$ cat src/shared/sar_seq_regs.svh
`ifndef SAR_SEQ_REGS_SVH
`define SAR_SEQ_REGS_SVH

// Result word and enable groups
`define SAR_RES_W        12
`define SAR_UPPER_LSB    4
`define SAR_UPPER_W      8
`define SAR_LOWER_W      4
`define SAR_MSB_TRIAL    12'h800
`define SAR_RES_RESET    12'h000

// Conversion period numbering
`define SAR_PER_FIRST    4'h1
`define SAR_PER_LAST_TRK 4'h3
`define SAR_PER_MSB      4'h4
`define SAR_PER_LAST     4'hf

// Clock figures in kHz
`define SAR_MCLK_KHZ     40000
`define SAR_INT_MIN_KHZ  200
`define SAR_INT_TYP_KHZ  300
`define SAR_EXT_MIN_KHZ  50
`define SAR_EXT_MAX_KHZ  2000
// Typical internal period rounds down to whole master cycles
`define SAR_INT_DIV      (`SAR_MCLK_KHZ / `SAR_INT_TYP_KHZ)

`endif

$ cat src/shared/sar_seq_pkg.sv
package sar_seq_pkg;
	typedef enum logic {
		ST_IDLE,
		ST_RUN
	} seq_state_e;

	typedef struct packed {
		logic [11:0] data;
		logic [11:0] oe;
	} result_bus_s;
endpackage

$ cat src/rtl/sar_conversion_sequencer.sv
// Function
// In periods one to three every weighting element sits on the input and the comparator auto-balances.
// In period four the input is released, the top element goes to the positive reference, the rest negative.
// At the end of period four the comparator decision becomes the top bit and decides where its element stays.
// At the end of periods five to fourteen one bit, ten down to one, is trialled, stored and settled.
// At the end of period fifteen bit zero is trialled and the whole word moves into the output registers.
// The period-fifteen transfer raises the data-ready flag.
// After the final transfer all elements return to the input and the comparator to balance.
// Track/hold is in hold from period four through fifteen and tracks from period one.
// With no external clock fitted the block runs from an internal oscillator, 200 kHz least, 300 kHz typical.
// An external clock must stay within 0.05 to 2 MHz.
// The output registers keep the previous result until the next period-fifteen transfer.
// The comparator decision is one input bit sampled at the end of each trial period four to fifteen.
// The active-low start is honoured only after period fifteen; held low the block free-runs.
// Data-ready rises at the start of period one and falls at the start of period two.
// The active-low upper enable drives bits four to eleven, the lower enable bits zero to three, else high-impedance.
// A conversion lasts exactly fifteen periods, all actions on the rising conversion clock.
`timescale 1ns/100ps
`include "sar_seq_regs.svh"

module sar_conversion_sequencer
	import sar_seq_pkg::*;
(
	input  wire logic        mclk_i,
	input  wire logic        reset_i,
	input  wire logic        ext_clk_present_i,
	input  wire logic        ext_clk_i,
	input  wire logic        comp_i,
	input  wire logic        convert_request_n_i,
	input  wire logic        upper_group_output_enable_n_i,
	input  wire logic        lower_group_output_enable_n_i,
	output logic             conv_clk_o,
	output logic             track_o,
	output logic             input_connect_o,
	output logic             comp_balance_o,
	output logic [11:0]      ref_pos_o,
	output result_bus_s      result_o,
	output logic             result_valid_flag_o
);
	seq_state_e  state_q;
	seq_state_e  state_d;
	logic [3:0]  period_q;
	logic [3:0]  period_d;
	logic [11:0] ref_pos_q;
	logic [11:0] ref_pos_d;
	logic [11:0] result_q;
	logic [11:0] oe_q;
	logic        track_q;
	logic        ready_q;
	logic        tick;

	sar_conv_clock u_clock (
		.mclk_i            (mclk_i),
		.reset_i           (reset_i),
		.ext_clk_present_i (ext_clk_present_i),
		.ext_clk_i         (ext_clk_i),
		.tick_o            (tick),
		.conv_clk_o        (conv_clk_o)
	);

	wire        running   = (state_q == ST_RUN);
	wire        end_track = running && (period_q == `SAR_PER_LAST_TRK);
	wire        end_trial = running && (period_q >= `SAR_PER_MSB);
	wire        end_last  = running && (period_q == `SAR_PER_LAST);
	wire [3:0]  bit_idx   = `SAR_PER_LAST - period_q;
	wire        start_ok  = !convert_request_n_i && (end_last || !running);
	wire [11:0] final_word = {ref_pos_q[11:1], comp_i};
	wire [11:0] oe_d      = {{`SAR_UPPER_W{~upper_group_output_enable_n_i}},
	                         {`SAR_LOWER_W{~lower_group_output_enable_n_i}}};

	// Start only sampled once the last period has closed, or while idle
	assign state_d  = start_ok ? ST_RUN : (end_last ? ST_IDLE : state_q);
	assign period_d = start_ok ? `SAR_PER_FIRST : (running ? period_q + 4'h1 : period_q);

	// Successive approximation: keep the decided bit, trial the next one down
	always_comb begin
		ref_pos_d = ref_pos_q;
		if (end_track) begin
			ref_pos_d = `SAR_MSB_TRIAL;
		end else if (end_last) begin
			ref_pos_d = `SAR_RES_RESET;
		end else if (end_trial) begin
			ref_pos_d[bit_idx]        = comp_i;
			ref_pos_d[bit_idx - 4'h1] = 1'b1;
		end
	end

	always_ff @(posedge mclk_i) begin
		if (reset_i) begin
			state_q   <= ST_IDLE;
			period_q  <= `SAR_PER_FIRST;
			ref_pos_q <= `SAR_RES_RESET;
			track_q   <= 1'b1;
		end else if (tick) begin
			state_q   <= state_d;
			period_q  <= period_d;
			ref_pos_q <= ref_pos_d;
			if (end_track) begin
				track_q <= 1'b0;
			end else if (end_last) begin
				track_q <= 1'b1;
			end
		end
	end

	// Output word only moves on the period-fifteen transfer
	always_ff @(posedge mclk_i) begin
		if (reset_i) begin
			result_q <= `SAR_RES_RESET;
			ready_q  <= 1'b0;
		end else if (tick) begin
			if (end_last) begin
				result_q <= final_word;
				ready_q  <= 1'b1;
			end else if (running && period_q == `SAR_PER_FIRST) begin
				ready_q  <= 1'b0;
			end
		end
	end

	always_ff @(posedge mclk_i) begin
		if (reset_i) begin
			oe_q <= 12'h000;
		end else begin
			oe_q <= oe_d;
		end
	end

	assign track_o             = track_q;
	assign input_connect_o     = track_q;
	assign comp_balance_o      = track_q;
	assign ref_pos_o           = ref_pos_q;
	assign result_o            = {result_q, oe_q};
	assign result_valid_flag_o = ready_q;
endmodule

$ cat src/rtl/sar_conv_clock.sv
`timescale 1ns/100ps
`include "sar_seq_regs.svh"

module sar_conv_clock
	import sar_seq_pkg::*;
(
	input  wire logic mclk_i,
	input  wire logic reset_i,
	input  wire logic ext_clk_present_i,
	input  wire logic ext_clk_i,
	output logic      tick_o,
	output logic      conv_clk_o
);
	localparam logic [7:0] DIV_LAST = 8'(`SAR_INT_DIV - 1);
	localparam logic [7:0] DIV_HALF = 8'(`SAR_INT_DIV / 2);

	logic [7:0] div_q;
	logic       ext_q;
	wire        div_wrap = (div_q == DIV_LAST);
	wire        ext_rise = ext_clk_i & ~ext_q;
	wire        tick_d   = ext_clk_present_i ? ext_rise : div_wrap;
	wire        clk_d    = ext_clk_present_i ? ext_clk_i : (div_q < DIV_HALF);

	// Internal oscillator is a divider running whenever no external clock is fitted
	always_ff @(posedge mclk_i) begin
		if (reset_i || div_wrap || ext_clk_present_i) begin
			div_q <= 8'h00;
		end else begin
			div_q <= div_q + 8'h01;
		end
	end

	always_ff @(posedge mclk_i) begin
		if (reset_i) begin
			// Follow the pin through reset so a clock parked high gives no false first edge
			ext_q      <= ext_clk_i;
			tick_o     <= 1'b0;
			conv_clk_o <= 1'b0;
		end else begin
			ext_q      <= ext_clk_i;
			tick_o     <= tick_d;
			conv_clk_o <= clk_d;
		end
	end
endmodule

$ cat config.mk
export PLATFORM = sky130hd
export DESIGN_NAME = sar_conversion_sequencer
export DESIGN_NICKNAME = d
export VERILOG_FILES = /design/src/shared/sar_seq_pkg.sv /design/src/rtl/sar_conversion_sequencer.sv /design/src/rtl/sar_conv_clock.sv
export VERILOG_INCLUDE_DIRS = /design/src /design/src/shared
export SDC_FILE = /design/constraint.sdc
export NUM_CORES = 1
export LEC_CHECK = 0
export ABC_CLOCK_PERIOD_IN_PS = 3200
export BUFFER_PORTS_ARGS = -buffer_cell sky130_fd_sc_hd__buf_2
export CAP_MARGIN = 0
export CELL_PAD_IN_SITES_DETAIL_PLACEMENT = 0
export CELL_PAD_IN_SITES_GLOBAL_PLACEMENT = 1
export CORE_UTILIZATION = 43
export CTS_CLUSTER_SIZE = 16
export DETAILED_ROUTE_END_ITERATION = 7
export PLACE_DENSITY_LB_ADDON = 0.15
export SETUP_SLACK_MARGIN = 0.15
export SLEW_MARGIN = 20
export SYNTH_ARGS = -nofsm -noshare
export SYNTH_HDL_FRONTEND = slang
export SYNTH_SLANG_ARGS = --single-unit
$ cat constraint.sdc
create_clock -name mclk_i -period 3.2 [get_ports mclk_i]
set_input_delay 0.96 -clock mclk_i [delete_from_list [all_inputs] [get_ports mclk_i]]
set_output_delay 0.96 -clock mclk_i [all_outputs]
set_load 0.01 [all_outputs]
# Word-level counts from Yosys, hierarchy flattened
# Index checks and enable logic that the tools add are counted.
# totals
ff_bits,47
output_inout_bits,41
wordCells,71
# op_classes
n_addsub,4
magnitude_cmp,6
eq_ne,4
mux,18
bitwise,5
n_reduce_logical,23
# op_table
operator,n
$mux 12,3
$bwmux 12,1
$or 12x12->12,1
$reduce_and 2->1,6
$lt 4x5->1 const B,2
$mux 1,10
$add 8x1->8 const B,1
$demux 1 s4,2
$eq 8x8->1 const B,1
$ge 4x1->1 const B,2
$lt 8x7->1 const B,1
$mux 4,2
$reduce_bool 2->1,4
$logic_and 1x1->1,7
$add 4x1->4 const B,1
$eq 4x1->1 const B,1
$eq 4x2->1 const B,1
$eq 4x4->1 const B,1
$ge 4x3->1 const B,1
$sub 4x1->4 const B,1
$sub 4x4->4 const A,1
$logic_or 1x1->1,3
$not 1->1,3
$reduce_bool 3->1,1
other kinds (2),3

# Longest topological paths before layout
# logic_depth
ltp_word,10
mapped_depth,7
mapped_depth_nobuf,6

# By module
# From an unflattened synthesis, not the netlist that was laid out.
# unflattened
cells_unflattened,281
hier_area_um2,2332.2
# by_module_without_submodules
module,n_inst,cells_each,area_each_um2,seq_area_each_um2
sar_conversion_sequencer,1,230,1879.3,660.6
sar_conv_clock,1,51,452.9,220.2

# Least setup slack after synthesis
# No wires, ideal clock.
# synth_timing
path_type,input to register
start,input port comp_i
end,register ref_pos_q[10] (netlist: ref_pos_o[10])
t_arrival_ns,1.755
setup_slack_ns,1.328
stages,4
path_buffers,1
path_cell_list,clkbuf_1 -> a32o_1 -> a32o_1 -> a22o_1
# synth_via
elab_chain_len,5
# synth_rtl
item,line,rtl
start: declaration,sar_conversion_sequencer.sv:28,"input wire logic comp_i,"
$bwmux 12,sar_conversion_sequencer.sv:83,ref_pos_d[bit_idx] = comp_i;
$or 12x12->12 (no source line),n/a,
$mux 12,sar_conversion_sequencer.sv:82,end else if (end_trial) begin
$mux 12,sar_conversion_sequencer.sv:80,end else if (end_last) begin
$mux 12,sar_conversion_sequencer.sv:78,if (end_track) begin
end signal: assignment,sar_conversion_sequencer.sv:92,ref_pos_q <= `SAR_RES_RESET;
end signal: assignment,sar_conversion_sequencer.sv:97,ref_pos_q <= ref_pos_d;
end: declaration,sar_conversion_sequencer.sv:44,logic [11:0] ref_pos_q;
# No other way between the ends. The select of a mux whose other input is x is not followed.
# A chain may end at the register's enable or synchronous reset.

# Final worst setup path
# layout_timing
start,register period_q[1]
end,register result_q[8]
# layout_via
elab_chain_len,3
# layout_rtl
item,line,rtl
start: declaration,sar_conversion_sequencer.sv:42,logic [3:0] period_q;
start signal: assignment,sar_conversion_sequencer.sv:91,period_q <= `SAR_PER_FIRST;
start signal: assignment,sar_conversion_sequencer.sv:96,period_q <= period_d;
$eq 4x4->1 (no source line),n/a,
$logic_and 1x1->1,sar_conversion_sequencer.sv:64,wire end_last = running && (period_q == `SAR_PER_LAST);
$reduce_and 2->1 (no source line),n/a,
end signal: assignment,sar_conversion_sequencer.sv:109,result_q <= `SAR_RES_RESET;
end signal: assignment,sar_conversion_sequencer.sv:113,result_q <= final_word;
end: declaration,sar_conversion_sequencer.sv:46,logic [11:0] result_q;
# No other way between the ends.

==> impl_summary.log <==
[metrics] iteration count of the initial detailed-routing pass: 4
[metrics] number of enable flip-flop cells after synthesis: 0
[metrics] share of synthesized registers carrying an async set or reset: 0%
[metrics] final worst clock skew: 0.00580 ns
[metrics] Max Fanout on Critical Path: 18
[metrics] number of gates given a new drive strength after cts: 0
[metrics] Layout Nets: around 330
[metrics] shortest clock period the worst path allows after layout: around 2.2 ns
[metrics] vias after detailed routing: 2,026
[metrics] clock sinks: 44
[metrics] largest area contributor in the netlist: sky130_fd_sc_hd__dfxtp_1
[metrics] Post-Syn Nets: 300
[metrics] unrepaired setup endpoints after global routing: false
[metrics] area of the core: between 5000 and 6000 um^2
[metrics] proportion of layout cells with a drive suffix above 1: 20.3%
[metrics] Vert. Die Dim: approximately 76 um
[metrics] vias in the first global route: about 1,700
[metrics] top cells by area in the synthesized netlist: sky130_fd_sc_hd__dfxtp_1, sky130_fd_sc_hd__nand2_1, sky130_fd_sc_hd__ha_1
[metrics] ant diodes: 0
[metrics] port bufs: 48
[metrics] number of setup buffers added after CTS: 0
[metrics] DRC: 0
[metrics] GRT Resource Usage Total: 19.8%
[metrics] WP buf/inv: 0
[metrics] fraction of post-synthesis cell area in the top cell type by area: 37.9%
[metrics] Starting DRT DRC Count: between 150 and 200
[metrics] transition time at the pin with the least slew margin: slightly above 0.8 ns
[metrics] remaining number of nets flagged by the antenna check after routing: 0
[metrics] maximum level of the CTS H-tree: 2
[metrics] CTS Root Buffer Type: sky130_fd_sc_hd__clkbuf_8
[metrics] start-to-end type of the worst setup path: reg2reg
[metrics] CP Data Arrival Time: 2.39 ns
[metrics] final hold viol count: 0
[metrics] Cell Rows: 26
[metrics] crit-path leading delay family: simple AND/OR/NAND/NOR gates
[metrics] fin crit share: 69.8%
[metrics] residual overflow from global routing: 0
[metrics] average wire per standard cell: 13.9 um
[metrics] I/O pins: a little under 50
[metrics] highest-delay cell along the critical path: sky130_fd_sc_hd__ha_1
[metrics] max-slew violation count: 0
[metrics] cell count after synthesis: ~280
[metrics] hold_buf cts: 0
[metrics] maximum clock rate: 448 MHz
[metrics] Worst Hold Endpoint: result_q[7]
[metrics] MaxCap Viol Count: 0
[metrics] maximum number of pins on one net before global-route repair: 35
[metrics] data required time of the worst path: approximately 3.4 ns
[metrics] final weighted congestion of routability-driven global placement: between 0.8 and 0.9
[metrics] Area growth, synth to finish: 9.96%
[metrics] summed negative setup slack over all endpoints: 0 ns
[metrics] critical register-to-register path startpoint: period_q[1]
[metrics] number of filler cells placed in the layout: 548
[metrics] number of setup violations in the final report: 0
[metrics] internal reg-to-reg setup slack: roughly 0.97 ns
[metrics] combined area of all synthesized cells: about 2300 um^2
[metrics] post-DP HPWL: 3.63 mm
[metrics] proportion of synthesized chip area in sequential cells: 37.9%
[metrics] first-pass GRT wire length: about 8.4 mm
[metrics] Hold WC Path Type: reg2reg
[metrics] worst slew slack as a fraction of its limit: 45.9%
[metrics] insertion delay of the later-clocked pin in the worst-skew pair: around 0.3 ns
[metrics] run status: completed
[metrics] VDD IR-drop max: between 0.15 and 0.2 mV
[metrics] antenna violations before repair: 0
[metrics] final routed wirelength across all metal layers: between 5 and 6 mm
[metrics] Core Util, Final: 49.7%
[metrics] start point of the worst min-delay path: result_q[7]
[metrics] Vias/cell: between 5 and 6
[metrics] post-synth cell types: 55
[metrics] register clock-pin slew on the reported worst setup and hold paths: around 0.080 ns
[metrics] CP Cell Sequence: ha_1 > and3_1 > nand3_1 > nand2_1 > a21oi_1
[metrics] Num CTS Buffers: 5
[metrics] worst reg2reg path depth: 5
[metrics] count of warnings emitted by yosys: 0
[metrics] reg-to-reg endpoint: result_q[8]
[metrics] average size of a mapped cell: between 8 and 9 um^2
[metrics] synthesis-stage register bit count: 44
[metrics] Die Outline Area: about 5700 um^2
[metrics] Die Span X: 75.5 um
[metrics] leakage power: approximately 1.1 nW
[metrics] number of buffers between clock root and the deepest sink: 2
[metrics] TritonCTS clock tree: done
[metrics] Worst Setup Start Kind: register
[metrics] count of cells along the worst hold path: 2
[metrics] delay of the slowest critical-path stage: between 0.5 and 0.6 ns
[metrics] Post-synth top flop: sky130_fd_sc_hd__dfxtp_1
[metrics] kind of end point of the critical path: register
[metrics] power per standard cell area: about 370 nW/um^2
[metrics] starting density of the core: a little under half
[worst min-delay path, delay by kind of cell, from the launching register on]
| family | cells | cell delay, ns |
|---|---|---|
| flops | 1 | 0.31 |
| simple gates | 1 | 0.05 |
| compound gates | 1 | 0.05 |
[cell type report]
| class | count | area (um^2) | area share, % |
|---|---|---|---|
| multi-input combinational | 195 | 1190 | 46.7 |
| sequential | 44 | 881 | 34.5 |
| timing repair buffer | 50 | 255 | 9.99 |
| tap | 70 | 87.6 | 3.43 |
| clock buffer | 5 | 68.8 | 2.69 |
| inverter | 15 | 56.3 | 2.20 |
| clock inverter | 2 | 12.5 | 0.490 |
[metrics by stage]
step | hold WS, ns | worst slack [ns] | std cells | area (um^2) | power, mW
floorplan | 0.449 | 1.33 | 283 | 2320 | 0.602
global placement | 0.439 | 1.02 | 374 | 2470 | 0.613
detailed placement | 0.445 | 0.955 | 374 | 2470 | 0.613
CTS | 0.457 | 0.941 | 381 | 2550 | 0.952
global route | 0.472 | 0.770 | 381 | 2550 | 0.979
finish | 0.454 | 0.966 | 381 | 2550 | 0.938
[sequential cells by signal (all words and copies together), names as in the netlist]
name	cells
ref_pos_o	12
result_valid_flag_o	1
u_clock.tick_o	1
oe_q	2
u_clock.div_q	8
period_q	4
result_q	12
u_clock.conv_clk_o	1
u_clock.ext_q	1
running	1
comp_balance_o	1
[layout by cell type (no fill, tap or decap), drive strengths merged, types with 3 or more instances in the layout]
cell,n
buf,50
nor2b,4
a32oi,5
ha,9
clkbuf,5
o21ai,15
a22o,3
nor3,4
a21oi,21
and3,4
nand2,38
a2111oi,3
inv,15
nor2,26
nand3,11
dfxtp,44
a22oi,3
xor2,5
o22ai,6
[kinds of logic (layout without fill, tap and decap cells)]
| family | after synthesis | in the layout | share of synthesized area, % |
|---|---|---|---|
| xor gates and xnor gates | 6 | 6 | 2.26 |
| DFF | 44 | 44 | 37.9 |
| adders and majority gates | 9 | 9 | 4.85 |
| buffers and inverters | 44 | 72 | 10.7 |
| and+or+nand+nor | 102 | 102 | 21.7 |
| AOI/OAI and AO/OA | 77 | 77 | 22.1 |
| muxes | 1 | 1 | 0.485 |
[how the worst max path moves through the flow]
stage,startpoint,cells past startpoint,to
CTS,period_q[0],5,result_q[5]
floorplan,comp_i,4,ref_pos_o[10]
detailed placement,period_q[1],5,result_q[5]
global route,period_q[1],5,result_q[1]
global placement,reset_i,4,u_clock.div_q[3]
finish,period_q[1],5,result_q[8]
[cells in the mapped netlist, drive strengths merged, types with 3 or more instances]
cell type / count
nand3: 11
and3: 4
a21oi: 21
a22oi: 3
a2111oi: 3
dfxtp: 44
ha: 9
xor2: 5
clkbuf: 5
a32oi: 5
nor2: 26
a22o: 3
o22ai: 6
inv: 15
nor2b: 4
o21ai: 15
buf: 24
nor3: 4
nand2: 38
[power breakdown]
| group | switching (mW) | internal, mW |
|---|---|---|
| clock | 0.191 | 0.148 |
| combinational | 0.0269 | 0.0154 |
| sequential | 0.00514 | 0.552 |
[metal layers]
layer	routed length, um	GRT usage (%)	up-vias
met1	2500	26.8	925
met4	106	8.02	0
met2	2400	31.1	60
met5	0	0	-
li1	-	-	1032
met3	282	3.70	9
(Power assumes the default switching activity.)
